File: src/inc/radio_panel_pkg.sv
// Purpose: Shared constants and types for the radio control panel state machine.
// Assumes: 20 MHz system clock; frequencies held as channel-name codes in kHz units.
// Notes: Frequencies are integer kHz (118000..155975); 8.33 kHz names use 5 kHz name steps.
package radio_panel_pkg;

	localparam int unsigned CLK_HZ = 20_000_000;
	localparam int unsigned TX_LIMIT_S = 30;
	localparam int unsigned EDIT_IDLE_S = 5;
	localparam int unsigned LONG_PRESS_S = 2;
	localparam int unsigned INVERT_MS = 200;
	localparam int unsigned TX_LIMIT_CYC = TX_LIMIT_S * CLK_HZ;
	localparam int unsigned EDIT_IDLE_CYC = EDIT_IDLE_S * CLK_HZ;
	localparam int unsigned LONG_PRESS_CYC = LONG_PRESS_S * CLK_HZ;
	localparam int unsigned INVERT_CYC = INVERT_MS * (CLK_HZ / 1000);

	localparam int FREQ_W = 18;
	localparam logic [17:0] FREQ_MIN = 18'h1CCF0;
	localparam logic [17:0] FREQ_MAX = 18'h26147;
	localparam logic [17:0] FREQ_833_MAX = 18'h21728;
	localparam logic [17:0] STEP_MHZ = 18'h003E8;
	localparam logic [17:0] STEP_100K = 18'h00064;
	localparam logic [17:0] STEP_25K = 18'h00019;
	localparam logic [17:0] STEP_833 = 18'h00005;
	localparam logic [17:0] RESET_ACTIVE = 18'h1CCF0;
	localparam logic [17:0] RESET_PRESET = 18'h1CCF0;

	localparam int SLOTS = 20;
	localparam logic [4:0] SLOT_LAST = 5'h13;

	typedef enum logic [1:0] {
		SEL_STANDARD = 2'b00,
		SEL_DIRECT = 2'b01,
		SEL_CHANNEL = 2'b10
	} sel_mode_e;

	typedef enum logic [1:0] {
		GRP_MHZ = 2'b00,
		GRP_100K = 2'b01,
		GRP_FINE = 2'b10
	} digit_grp_e;

	typedef enum logic [1:0] {
		PWR_WAIT = 2'b00,
		PWR_RUN = 2'b01,
		PWR_FAIL = 2'b10
	} pwr_state_e;

	typedef struct packed {
		logic [17:0] top_freq;
		logic [17:0] bottom_freq;
		logic show_bottom_freq;
		logic [4:0] slot;
		logic slot_occupied;
		logic editing;
		logic [1:0] edit_group;
		logic tx_symbol;
		logic store_symbol;
		logic wait_msg;
		logic failure_msg;
		logic invert;
	} display_s;

endpackage : radio_panel_pkg

File: src/rtl/key_press_timer.sv
// Purpose: Synchronises one key and classifies each press as short or long.
// Assumes: Key active high, bounce filtered upstream or shorter than a clock.
// Notes: Long press fires once at the threshold while held; short fires on release.
module key_press_timer
	import radio_panel_pkg::*;
#(
	parameter int unsigned LONG_CYC = LONG_PRESS_CYC
) (
	// Clock and reset
	input wire logic sys_clk,
	input wire logic rst_n,
	// Raw key and classified events
	input wire logic key_raw,
	output logic key_level,
	output logic short_press,
	output logic long_press
);

	logic [2:0] sync_q;
	logic [31:0] held_q;
	logic long_done_q;

	// Three stages; change accepted once stages two and three agree
	always_ff @(posedge sys_clk or negedge rst_n) begin
		if (!rst_n) begin
			sync_q <= 3'h0;
			key_level <= 1'b0;
		end else begin
			sync_q <= {sync_q[1:0], key_raw};
			if (sync_q[1] == sync_q[2]) begin
				key_level <= sync_q[2];
			end
		end
	end

	always_ff @(posedge sys_clk or negedge rst_n) begin
		if (!rst_n) begin
			held_q <= 32'h0;
			long_done_q <= 1'b0;
			short_press <= 1'b0;
			long_press <= 1'b0;
		end else begin
			short_press <= 1'b0;
			long_press <= 1'b0;
			if (key_level) begin
				if (held_q < LONG_CYC) begin
					held_q <= held_q + 32'h1;
				end
				if (held_q == LONG_CYC - 1 && !long_done_q) begin
					long_press <= 1'b1;
					long_done_q <= 1'b1;
				end
			end else begin
				if (held_q != 32'h0 && !long_done_q) begin
					short_press <= 1'b1;
				end
				held_q <= 32'h0;
				long_done_q <= 1'b0;
			end
		end
	end

endmodule : key_press_timer

File: src/rtl/radio_control_panel_fsm.sv
// Purpose: Control-panel state machine: start-up, receive/transmit, selection modes, editing, channel banks.
// Assumes: Encoder steps arrive as synchronous one-cycle pulses; keys and talk input are raw pins.
// Notes: Frequencies are kHz channel names; store procedure simplified to a direct save.
module radio_control_panel_fsm
	import radio_panel_pkg::*;
#(
	parameter int unsigned TX_LIMIT = TX_LIMIT_CYC,
	parameter int unsigned EDIT_IDLE = EDIT_IDLE_CYC,
	parameter int unsigned LONG_CYC = LONG_PRESS_CYC,
	parameter int unsigned INVERT_LEN = INVERT_CYC
) (
	// Clock and reset
	input wire logic sys_clk,
	input wire logic rst_n,
	// Self-test status from the transceiver
	input wire logic power_on_self_test_busy,
	input wire logic power_on_self_test_error,
	// Operator controls (raw pins)
	input wire logic talk_request_input_n,
	input wire logic selection_cycle_key,
	input wire logic exchange_key,
	input wire logic store_key,
	input wire logic encoder_button,
	// Encoder rotation, synchronous one-cycle pulses
	input wire logic encoder_step_up,
	input wire logic encoder_step_down,
	// Configuration
	input wire logic spacing_mixed,
	// Transceiver control
	output logic transmit_enable,
	output logic [FREQ_W-1:0] tune_freq,
	output logic tx_timeout_failure,
	// Display state
	output display_s display,
	output logic vacant_slot_label,
	output logic occupied_slot_label
);

	logic talk_level;
	logic mode_short;
	logic xchg_short;
	logic store_short;
	logic enc_short;
	logic enc_long, enc_level, mode_long, xchg_long, store_long;

	pwr_state_e pwr_q;
	sel_mode_e mode_q;
	digit_grp_e grp_q;
	logic editing_q;
	logic tx_q;
	logic tx_lock_q;
	logic fail_q;
	logic [31:0] tx_cnt_q;
	logic [31:0] idle_cnt_q;
	logic [31:0] inv_cnt_q;
	logic [FREQ_W-1:0] active_q;
	logic [FREQ_W-1:0] preset_q;
	logic [FREQ_W-1:0] saved_active_q;
	logic [FREQ_W-1:0] saved_preset_q;
	logic [4:0] slot_q;
	logic [4:0] last_slot_q;

	// One bank per spacing mode; bank 1 is mixed spacing
	logic [FREQ_W-1:0] bank_freq_q [2][SLOTS];
	logic bank_used_q [2][SLOTS];

	logic running;
	logic bank;
	logic any_used;
	logic [4:0] first_vacant;
	logic vacant_found;
	logic slot_used;
	logic [FREQ_W-1:0] slot_freq;
	logic reject;
	logic step_any;
	logic [FREQ_W-1:0] edit_base;
	logic [FREQ_W-1:0] edit_step;
	logic [FREQ_W-1:0] edit_next;
	logic [4:0] slot_next;

	// Talk input is active low; synchronised and classified like a key
	key_press_timer #(.LONG_CYC(LONG_CYC)) u_talk (
		.sys_clk(sys_clk), .rst_n(rst_n), .key_raw(~talk_request_input_n),
		.key_level(talk_level), .short_press(), .long_press()
	);
	key_press_timer #(.LONG_CYC(LONG_CYC)) u_mode (
		.sys_clk(sys_clk), .rst_n(rst_n), .key_raw(selection_cycle_key),
		.key_level(), .short_press(mode_short), .long_press(mode_long)
	);
	key_press_timer #(.LONG_CYC(LONG_CYC)) u_xchg (
		.sys_clk(sys_clk), .rst_n(rst_n), .key_raw(exchange_key),
		.key_level(), .short_press(xchg_short), .long_press(xchg_long)
	);
	key_press_timer #(.LONG_CYC(LONG_CYC)) u_store (
		.sys_clk(sys_clk), .rst_n(rst_n), .key_raw(store_key),
		.key_level(), .short_press(store_short), .long_press(store_long)
	);
	key_press_timer #(.LONG_CYC(LONG_CYC)) u_enc (
		.sys_clk(sys_clk), .rst_n(rst_n), .key_raw(encoder_button),
		.key_level(enc_level), .short_press(enc_short), .long_press(enc_long)
	);

	assign running = (pwr_q == PWR_RUN);
	assign bank = spacing_mixed;
	assign step_any = encoder_step_up ^ encoder_step_down;

	always_comb begin
		any_used = 1'b0;
		first_vacant = 5'h0;
		vacant_found = 1'b0;
		for (int i = SLOTS - 1; i >= 0; i--) begin
			if (bank_used_q[bank][i]) begin
				any_used = 1'b1;
			end else begin
				first_vacant = 5'(i);
				vacant_found = 1'b1;
			end
		end
	end

	// 8.33 kHz names are not multiples of 25 kHz; hide them in 25 kHz spacing
	assign slot_freq = bank_freq_q[bank][slot_q];
	assign slot_used = bank_used_q[bank][slot_q]
		&& (spacing_mixed || (slot_freq % STEP_25K) == 18'h0);

	// Edit target and step size
	always_comb begin
		edit_base = (mode_q == SEL_DIRECT) ? active_q : preset_q;
		case (grp_q)
			GRP_MHZ: edit_step = STEP_MHZ;
			GRP_100K: edit_step = STEP_100K;
			GRP_FINE: edit_step = (spacing_mixed && edit_base < FREQ_833_MAX) ? STEP_833 : STEP_25K;
			default: edit_step = STEP_MHZ;
		endcase
		edit_next = edit_base;
		if (encoder_step_up) begin
			edit_next = (edit_base + edit_step > FREQ_MAX) ? FREQ_MAX : edit_base + edit_step;
		end else if (encoder_step_down) begin
			edit_next = (edit_base < FREQ_MIN + edit_step) ? FREQ_MIN : edit_base - edit_step;
		end
		slot_next = slot_q;
		if (encoder_step_up) begin
			slot_next = (slot_q == SLOT_LAST) ? 5'h0 : slot_q + 5'h1;
		end else if (encoder_step_down) begin
			slot_next = (slot_q == 5'h0) ? SLOT_LAST : slot_q - 5'h1;
		end
	end

	// Rejected actions: blocked in transmit, wrong mode, a store with no vacant slot, or a long press on a key without long function
	always_comb begin
		reject = 1'b0;
		if (running && tx_q) begin
			if (mode_short || xchg_short) begin
				reject = 1'b1;
			end
			if (step_any && editing_q && mode_q != SEL_STANDARD) begin
				reject = 1'b1;
			end
			if (store_short && mode_q == SEL_CHANNEL) begin
				reject = 1'b1;
			end
		end
		if (running && store_short && mode_q != SEL_CHANNEL && !vacant_found) begin
			reject = 1'b1;
		end
		if (running && ((xchg_short && mode_q != SEL_STANDARD) || mode_long || xchg_long || store_long)) begin
			reject = 1'b1;
		end
	end

	// Power-on sequence
	always_ff @(posedge sys_clk or negedge rst_n) begin
		if (!rst_n) begin
			pwr_q <= PWR_WAIT;
		end else if (pwr_q == PWR_WAIT && !power_on_self_test_busy) begin
			pwr_q <= power_on_self_test_error ? PWR_FAIL : PWR_RUN;
		end
	end

	// Transmit control and 30 s limit; a new press is needed after a timeout
	always_ff @(posedge sys_clk or negedge rst_n) begin
		if (!rst_n) begin
			tx_q <= 1'b0;
			tx_lock_q <= 1'b0;
			tx_cnt_q <= 32'h0;
			fail_q <= 1'b0;
		end else if (!running || !talk_level) begin
			tx_q <= 1'b0;
			tx_lock_q <= 1'b0;
			tx_cnt_q <= 32'h0;
		end else if (tx_q && tx_cnt_q == TX_LIMIT - 1) begin
			tx_q <= 1'b0;
			tx_lock_q <= 1'b1;
			fail_q <= 1'b1;
		end else if (!tx_lock_q) begin
			tx_q <= 1'b1;
			tx_cnt_q <= tx_cnt_q + 32'h1;
		end
	end

	// Selection mode cycling
	always_ff @(posedge sys_clk or negedge rst_n) begin
		if (!rst_n) begin
			mode_q <= SEL_STANDARD;
		end else if (running && mode_short && !tx_q) begin
			case (mode_q)
				SEL_STANDARD: mode_q <= SEL_DIRECT;
				SEL_DIRECT: mode_q <= SEL_CHANNEL;
				SEL_CHANNEL: mode_q <= SEL_STANDARD;
				default: mode_q <= SEL_STANDARD;
			endcase
		end
	end

	// Edit session: group selection and idle/long-press exit
	always_ff @(posedge sys_clk or negedge rst_n) begin
		if (!rst_n) begin
			editing_q <= 1'b0;
			grp_q <= GRP_MHZ;
			idle_cnt_q <= 32'h0;
		end else if (!running || (mode_short && !tx_q)) begin
			editing_q <= 1'b0;
			grp_q <= GRP_MHZ;
			idle_cnt_q <= 32'h0;
		end else if (enc_long || (editing_q && idle_cnt_q == EDIT_IDLE - 1)) begin
			editing_q <= 1'b0;
			grp_q <= GRP_MHZ;
			idle_cnt_q <= 32'h0;
		end else if (enc_short) begin
			idle_cnt_q <= 32'h0;
			if (!editing_q || mode_q == SEL_CHANNEL) begin
				editing_q <= 1'b1;
				grp_q <= GRP_MHZ;
			end else begin
				case (grp_q)
					GRP_MHZ: grp_q <= GRP_100K;
					GRP_100K: grp_q <= GRP_FINE;
					GRP_FINE: grp_q <= GRP_MHZ;
					default: grp_q <= GRP_MHZ;
				endcase
			end
		end else if (editing_q) begin
			idle_cnt_q <= (step_any || enc_level) ? 32'h0 : idle_cnt_q + 32'h1;
		end
	end

	// Active and preset frequencies
	always_ff @(posedge sys_clk or negedge rst_n) begin
		if (!rst_n) begin
			active_q <= RESET_ACTIVE;
			preset_q <= RESET_PRESET;
			saved_active_q <= RESET_ACTIVE;
			saved_preset_q <= RESET_PRESET;
		end else if (running) begin
			if (mode_short && !tx_q) begin
				if (mode_q == SEL_DIRECT) begin
					saved_active_q <= active_q;
					saved_preset_q <= preset_q;
					if (bank_used_q[bank][last_slot_q] && (spacing_mixed || bank_freq_q[bank][last_slot_q] % STEP_25K == 18'h0)) begin
						active_q <= bank_freq_q[bank][last_slot_q];
					end
				end else if (mode_q == SEL_CHANNEL) begin
					active_q <= saved_active_q;
					preset_q <= saved_preset_q;
				end
			end else if (xchg_short && !tx_q && mode_q == SEL_STANDARD) begin
				active_q <= preset_q;
				preset_q <= active_q;
			end else if (editing_q && step_any) begin
				if (mode_q == SEL_STANDARD) begin
					preset_q <= edit_next;
				end else if (mode_q == SEL_DIRECT && !tx_q) begin
					active_q <= edit_next;
				end else if (mode_q == SEL_CHANNEL && !tx_q && bank_used_q[bank][slot_next]
					&& (spacing_mixed || bank_freq_q[bank][slot_next] % STEP_25K == 18'h0)) begin
					active_q <= bank_freq_q[bank][slot_next];
				end
			end
		end
	end

	// Slot selection, most recent slot remembered
	always_ff @(posedge sys_clk or negedge rst_n) begin
		if (!rst_n) begin
			slot_q <= 5'h0;
			last_slot_q <= 5'h0;
		end else if (running) begin
			if (mode_short && !tx_q && mode_q == SEL_DIRECT) begin
				slot_q <= any_used ? last_slot_q : 5'h0;
			end else if (mode_q == SEL_CHANNEL && editing_q && step_any && !tx_q) begin
				slot_q <= slot_next;
				last_slot_q <= slot_next;
			end else if (store_short && mode_q != SEL_CHANNEL && vacant_found) begin
				last_slot_q <= first_vacant;
			end
		end
	end

	// Channel banks: store active frequency into first vacant slot
	always_ff @(posedge sys_clk or negedge rst_n) begin
		if (!rst_n) begin
			for (int b = 0; b < 2; b++) begin
				for (int i = 0; i < SLOTS; i++) begin
					bank_freq_q[b][i] <= RESET_ACTIVE;
					bank_used_q[b][i] <= 1'b0;
				end
			end
		end else if (running && store_short && mode_q != SEL_CHANNEL && vacant_found) begin
			bank_freq_q[bank][first_vacant] <= active_q;
			bank_used_q[bank][first_vacant] <= 1'b1;
		end
	end

	// Brief full-display inversion as feedback
	always_ff @(posedge sys_clk or negedge rst_n) begin
		if (!rst_n) begin
			inv_cnt_q <= 32'h0;
		end else if (reject) begin
			inv_cnt_q <= INVERT_LEN;
		end else if (inv_cnt_q != 32'h0) begin
			inv_cnt_q <= inv_cnt_q - 32'h1;
		end
	end

	// Outputs from flip-flops
	always_ff @(posedge sys_clk or negedge rst_n) begin
		if (!rst_n) begin
			transmit_enable <= 1'b0;
			tune_freq <= RESET_ACTIVE;
			tx_timeout_failure <= 1'b0;
			display <= '0;
			vacant_slot_label <= 1'b0;
			occupied_slot_label <= 1'b0;
		end else begin
			transmit_enable <= tx_q;
			tune_freq <= active_q;
			tx_timeout_failure <= fail_q;
			display.top_freq <= active_q;
			display.bottom_freq <= preset_q;
			display.show_bottom_freq <= (mode_q == SEL_STANDARD);
			display.slot <= slot_q;
			display.slot_occupied <= slot_used;
			display.editing <= editing_q;
			display.edit_group <= grp_q;
			display.tx_symbol <= tx_q;
			display.store_symbol <= running && store_short;
			display.wait_msg <= (pwr_q == PWR_WAIT);
			display.failure_msg <= (pwr_q == PWR_FAIL) || fail_q;
			display.invert <= (inv_cnt_q != 32'h0);
			occupied_slot_label <= (mode_q == SEL_CHANNEL) && slot_used;
			vacant_slot_label <= (mode_q == SEL_CHANNEL) && !slot_used;
		end
	end

endmodule : radio_control_panel_fsm

File: config.mk
export PLATFORM = sky130hd
export DESIGN_NAME = radio_control_panel_fsm
export DESIGN_NICKNAME = d
export VERILOG_FILES = /design/src/inc/radio_panel_pkg.sv /design/src/rtl/key_press_timer.sv /design/src/rtl/radio_control_panel_fsm.sv
export SDC_FILE = /design/constraint.sdc
export NUM_CORES = 2
export LEC_CHECK = 0
export BUFFER_PORTS_ARGS = -buffer_cell sky130_fd_sc_hd__buf_2
export CORE_ASPECT_RATIO = 0.6
export CORE_MARGIN = 2
export CORE_UTILIZATION = 50
export CTS_BUF_LIST = sky130_fd_sc_hd__clkbuf_8
export DETAILED_ROUTE_END_ITERATION = 8
export HOLD_SLACK_MARGIN = 0.08
export PLACE_DENSITY = 0.68
export SLEW_MARGIN = 5
export SYNTH_ARGS = -nofsm -noshare
export SYNTH_HDL_FRONTEND = slang
export SYNTH_SLANG_ARGS = --single-unit
File: constraint.sdc
create_clock -name sys_clk -period 13.3 [get_ports sys_clk]
set_input_delay 0.665 -clock sys_clk [delete_from_list [all_inputs] [get_ports sys_clk]]
set_output_delay 0.665 -clock sys_clk [all_outputs]
set_load 0.01 [all_outputs]
# Word level (Yosys, flattened, before mapping)
# Index checks and enable logic that the tools add are counted.
word_totals:
  register_bits: 1180
  inputBits: 12
  word_cells: 498
  output_inout_bits: 73
classes:
  eq_ne: 35
  magnitude_cmp: 14
  n_div: 3
  bitwise: 10
  addsub: 12
  muxes: 188
  reduce_logical: 98
op_table:
  columns: ["cell", "n"]
  rows:
  - ["$mux W360", 4]
  - ["$bwmux W720", 1]
  - ["$mux W32", 18]
  - ["$mux W18", 27]
  - ["$demux W360 S1", 1]
  - ["$bmux W18 S5", 3]
  - ["$add A32 B1 Y32 const B", 6]
  - ["$reduce_bool A32 Y1", 5]
  - ["$mux W5", 30]
  - ["$eq A32 B26 Y1 const B", 4]
  - ["$lt A32 B26 Y1 const B", 4]
  - ["$demux W18 S5", 1]
  - ["$mux W1", 86]
  - ["$mux W20", 4]
  - ["$logic_not A18 Y1", 3]
  - ["$mod A18 B5 Y18 const B", 3]
  - ["$logic_and A1 B1 Y1", 43]
  - ["$or A40 B40 Y40", 1]
  - ["$eq A32 B27 Y1 const B", 1]
  - ["$eq A32 B30 Y1 const B", 1]
  - ["$sub A32 B1 Y32 const B", 1]
  - ["$ge A6 B6 Y1 const B", 4]
  - ["$ne A2 B2 Y1 const B", 12]
  - ["$not A5 Y6", 4]
  - ["39 further kinds", 93]

# Logic depth before layout (Yosys ltp)
logic_depth:
  depth_word: 32
  ltp_mapped: 70
  ltp_nobuf: 44

# Hierarchy
# From an unflattened synthesis, not the netlist that was laid out.
hier_totals:
  hier_cells: 7366
  hier_area_um2: 81298.0
modules_own_cells:
  columns: ["mod", "cells_per_inst", "n_inst", "seq_area_each_um2", "area_each_um2"]
  rows:
  - ["radio_control_panel_fsm", 6306, 1, 25806.0, 71275.9]
  - ["key_press_timer", 212, 5, 975.9, 2004.4]

# Worst setup path after synthesis
# No wires, ideal clock.
synth_timing:
  path_type: "reg-to-reg"
  startpoint: "register slot_q[1]"
  endpoint: "register active_q[12]"
  t_arrival_ns: 14.555
  path_stages_with_launch: 58
  n_path_buf: 15
  setup_slack_ns: -1.380
  path_cell_list: "dfrtp_1 -> buf_2 -> buf_2 -> inv_1 -> clkbuf_1 -> buf_1 -> clkbuf_1 -> clkbuf_1 -> clkbuf_1 -> ha_1 -> buf_2 -> nor2b_2 -> o31a_1 -> buf_6 -> buf_6 -> buf_2 -> buf_1 -> mux4_2 -> [... 22 more ...] -> o41a_4 -> xnor2_2 -> a21boi_0 -> o21a_1 -> inv_1 -> ha_1 -> inv_1 -> nor3_1 -> a31o_1 -> o31ai_4 -> xnor2_1 -> ha_1 -> nand3b_1 -> a2111o_1 -> a221o_1 -> a22oi_4 -> buf_8 -> mux2_4"
synth_between:
  elab_chain_len: 14
synth_lines:
  columns: ["element", "line", "rtl"]
  rows:
  - ["start, declared", "radio_control_panel_fsm.sv:60", "logic [4:0] slot_q;"]
  - ["start signal, assigned", "radio_control_panel_fsm.sv:289", "slot_q <= any_used ? last_slot_q : 5'h0;"]
  - ["start signal, assigned", "radio_control_panel_fsm.sv:291", "slot_q <= slot_next;"]
  - ["$sub A5 B1 Y5 or $logic_not A5 Y1 (tied branches)", "radio_control_panel_fsm.sv:145", "slot_next = (slot_q == 5'h0) ? SLOT_LAST : slot_q - 5'h1;"]
  - ["$mux W5", "radio_control_panel_fsm.sv:145", null]
  - ["$mux W5", "radio_control_panel_fsm.sv:144", "end else if (encoder_step_down) begin"]
  - ["$mux W5 *", "radio_control_panel_fsm.sv:142", "if (encoder_step_up) begin"]
  - ["$not A5 Y6 (implied by the code) *", "radio_control_panel_fsm.sv:274, radio_control_panel_fsm.sv:275, radio_control_panel_fsm.sv:276", null]
  - ["$bmux W18 S5", "radio_control_panel_fsm.sv:275, radio_control_panel_fsm.sv:276", null]
  - ["$mux W18 (implied by the code) (2 in series)", "radio_control_panel_fsm.sv:275, radio_control_panel_fsm.sv:276", null]
  - ["$mod A18 B5 Y18 or $mux W18 (tied branches)", "radio_control_panel_fsm.sv:275, radio_control_panel_fsm.sv:274", null]
  - ["$logic_not A18 Y1 or $mux W18 (tied branches)", "radio_control_panel_fsm.sv:275, radio_control_panel_fsm.sv:272", null]
  - ["$logic_or A1 B1 Y1 or $mux W18 (tied branches)", "radio_control_panel_fsm.sv:275, radio_control_panel_fsm.sv:270", null]
  - ["$logic_and A1 B1 Y1 or $mux W18 (tied branches)", "radio_control_panel_fsm.sv:275, radio_control_panel_fsm.sv:269", null]
  - ["$reduce_bool A4 Y1 (no line) or $mux W18 (tied branches)", null, null]
  - ["$reduce_and A6 Y1 (no line) or $mux W18 (tied branches)", null, null]
  - ["end signal, assigned", "radio_control_panel_fsm.sv:267", "active_q <= preset_q;"]
  - ["end signal, assigned", "radio_control_panel_fsm.sv:273", "active_q <= edit_next;"]
  - ["end signal, assigned", "radio_control_panel_fsm.sv:276", "active_q <= bank_freq_q[bank][slot_next];"]
  - ["end, declared", "radio_control_panel_fsm.sv:56", "logic [FREQ_W-1:0] active_q;"]
# Mark *: on every way between the ends. The rest lies on a longest branch, timed or not. The select of a mux whose other input is x is not followed.
# A chain may end at the register's enable or synchronous reset.

# Final worst setup path
layout_timing:
  startpoint: "register slot_q[0]"
  endpoint: "register active_q[3]"
# The elaborated chain is that of the path after synthesis.

==> out/metrics.csv <==
stage;metric;value;unit
status;status;complete, no violations;
global_route;GR Overflow Total;0;
sta;Tmin final;12.98;ns
route;antenna viol nets, final;0;
floorplanning;full die area;161000;um^2
cells_and_area;Multi-input gate area;46900;um^2
floorplanning;Rows;112;
logic_synthesis;Post-synth top flop;dfrtp_1;
route;starting DRC count in detailed routing;8204;
floorplanning;Die X;517;um
setup_path;Crit. End Element;register;
sta;final worst-path cycle share;97.6;%
clock_network;CTS Buf Count;191;
setup_path;cell family with most CP delay;compound AO/OA/AOI/OAI gates;
setup_path;startpoint type of the worst setup path;register;
logic_synthesis;EDFF count, synth;0;
floorplanning;die height;312;um
cells_and_area;commonest non-fill, non-tap cell in the layout;mux2_2;
setup_path;crit-path most repeated cell;buf_4;
clock_network;Clock Sinks;1171;
sta;sum of negative setup slack;0;ns
global_route;first-pass GRT wire length;400;mm
place;gpl congestion;0.989;
route;DR vias/cell;6.82;
floorplanning;io pins;85;
cells_and_area;most frequent cells in the layout;mux2_2, dfrtp_1, mux4_2;
setup_path;Worst EP required;14.06;ns
setup_path;WP data arrival;13.74;ns
global_route;Total GRT Usage;32.8;%
cells_and_area;layout cell share with drive strength beyond 1;38.9;%
setup_path;CP peak stage delay;0.57;ns
route;wire length per cell;28.5;um
sta;Slew Viols, Final;0;
floorplanning;core area;156000;um^2
logic_synthesis;Synth Register Bits;1171;
setup_path;Buf/Inv on CP;8;
logic_synthesis;net count after synthesis;7014;
logic_synthesis;distinct cell type count after synthesis;145;
hold_path;Hold Path Class;in -> async;
setup_path;CP Class;reg -> reg;
global_route;initial antenna violation count;21;
logic_synthesis;FFs w/ async S/R, synth;100;%
cells_and_area;Nets;7225;
logic_synthesis;Avg Cell Area, Syn;11.4;um^2
sta;Final Hold Viols;0;
route;DRC viols;0;
clock_network;clk root buf;clkbuf_8;
logic_synthesis;Syn Inst Count;6941;
floorplanning;Starting Density;50.6;%
cells_and_area;area growth from synthesis to layout;11.0;%
sta;Clock Skews;0.116;ns
clock_network;H-tree level count;4;
logic_synthesis;synthesized area;78900;um^2
global_route;vias in the first global route;61300;
cells_and_area;Fill cells;13200;
route;Routed WL;269;mm
logic_synthesis;yosys synthesis warning count;0;
sta;Max Fclk;77.0;MHz
flow_run;max_cap viols;0;
place;# port buffers;84;
place;DP HPWL;183;mm
route;drt pass-1 iters;8;
clock_network;CTS clk-pin slew, worst paths;0.07;ns
setup_path;Crit Path Max Fanout;21;
sta;Max-Slew Margin vs Limit;2.62;%
sta;Worst-Margin Slew;1.45;ns
clock_network;TritonCTS clock tree;done;
global_route;pin count of the biggest net entering global routing;188;
sta;final setup violation count;0;
clock_network;Skew-Pair Late Insertion Delay;0.97;ns
clock_network;clock buffer depth;4;
logic_synthesis;Seq/Total Area, Yosys;37.8;%
route;Vias;64200;
cells_and_area;Seq. cell area;29800;um^2
setup_path;slowest CP cell;or4_1;
-- cell usage after synthesis (all sizes together) (200+ instances only) --
library cell | number | area share [%]
clkbuf | 276 | 1.3
buf | 206 | 1.7
mux2i | 240 | 3.1
nand3 | 200 | 1.3
mux4 | 537 | 15
o21ai | 242 | 1.6
nand2 | 513 | 2.4
dfrtp | 766 | 24
a21oi | 243 | 1.6
mux2 | 843 | 12
nor2 | 449 | 2.2
dfstp | 405 | 13
-- registers in the layout (all words and copies together) (netlist names), 3 cells and up --
name / flops
active_q: 18
bank_freq_q: 720
bank_used_q: 40
display: 51
idle_cnt_q: 32
inv_cnt_q: 32
last_slot_q: 5
preset_q: 18
saved_active_q: 18
saved_preset_q: 18
slot_q: 5
tune_freq: 9
tx_cnt_q: 32
u_enc.held_q: 32
u_enc.sync_q: 3
u_mode.held_q: 32
u_mode.sync_q: 3
u_store.held_q: 32
u_store.sync_q: 3
u_talk.sync_q: 3
u_xchg.held_q: 32
u_xchg.sync_q: 3
-- routing by layer --
| metal | GRT usage, % | vias to the layer above | routed length (um) |
|---|---|---|---|
| met3 | 14.1 | 620 | 40300 |
| met2 | 42.7 | 3928 | 104000 |
| met5 | 0 | - | 760 |
| met1 | 48.6 | 32700 | 114000 |
| met4 | 9.92 | 22 | 8720 |
| li1 | - | 27000 | - |
-- cell families (layout without fill, tap and decap cells) --
group                      count (synthesis)  count (layout)  share of synthesized area, %
DFF                                     1171            1171                          37.8
muxes                                   1620            1620                          30.6
AOI/OAI and AO/OA                       1315            1315                          12.2
and+or+nand+nor                         1950            1950                          12.3
buffers and inverters                    599             963                          3.59
other                                      0               8                             0
xor gates and xnor gates                 211             211                          2.41
adders and majority gates                 75              75                          1.15
-- what timing repair did --
action / in CTS / in global routing
cloned: 0 / 1
pin swaps: 0 / 9
gates resized for setup: 14 / 86
endpoints found under the setup margin: 18 / 21
hold buffers: 9 / 0
endpoints found under the hold margin: 92 / 0
buffers inserted: 0 / 14
-- worst reg2reg max path, delay by kind of cell, from the launching register on --
family	cells	cell delay (ns)
and+or+nand+nor	12	3.20
DFF	1	0.55
buffers and inverters	8	1.46
muxes	3	0.92
adders and majority gates	2	0.49
AOI/OAI and AO/OA	22	6.04
xor gates and xnor gates	1	0.15
-- final cells by class --
| cell class | instances | share of cell area [%] |
|---|---|---|
| multi-input cells | 5171 | 53.5 |
| flip-flops and latches | 1171 | 34.1 |
| repair buffers | 500 | 4.44 |
| clock buffers | 236 | 3.71 |
| well taps | 2109 | 3.01 |
| clock inverters | 110 | 0.757 |
| inverters | 117 | 0.503 |
| diodes | 8 | 0.0229 |
-- per-stage QoR --
stage	hold WS (ns)	cells	utilization [%]	cell area [um^2]	setup slack, ns
2_1_floorplan	0.331	6941	-	79000	0.0195
6_report	0.244	9422	56.1	87600	0.319
3_5_place_dp	0.335	9044	53.1	82900	-0.250
4_1_cts	0.297	9399	55.7	87000	0.000861
5_1_grt	0.330	9417	56.1	87600	-0.0678
3_3_place_gp	0.336	9044	53.1	82900	-0.264
-- final timing paths --
path	from	to	slack, ns	depth (start not counted)
max	slot_q[0]	active_q[3]	0.32	48
min reg2reg	u_xchg.sync_q[0]	u_xchg.sync_q[1]	0.35	0
min	rst_n	bank_freq_q[522]	0.24	2
min in group sys_clk	u_xchg.sync_q[0]	u_xchg.sync_q[1]	0.35	0
max in group asynchronous	rst_n	idle_cnt_q[16]	9.92	5
max reg2reg	slot_q[0]	active_q[3]	0.32	48
Power is not shown: default switching activity piles up to over one toggle a cycle in this logic, so the estimate is an artifact.
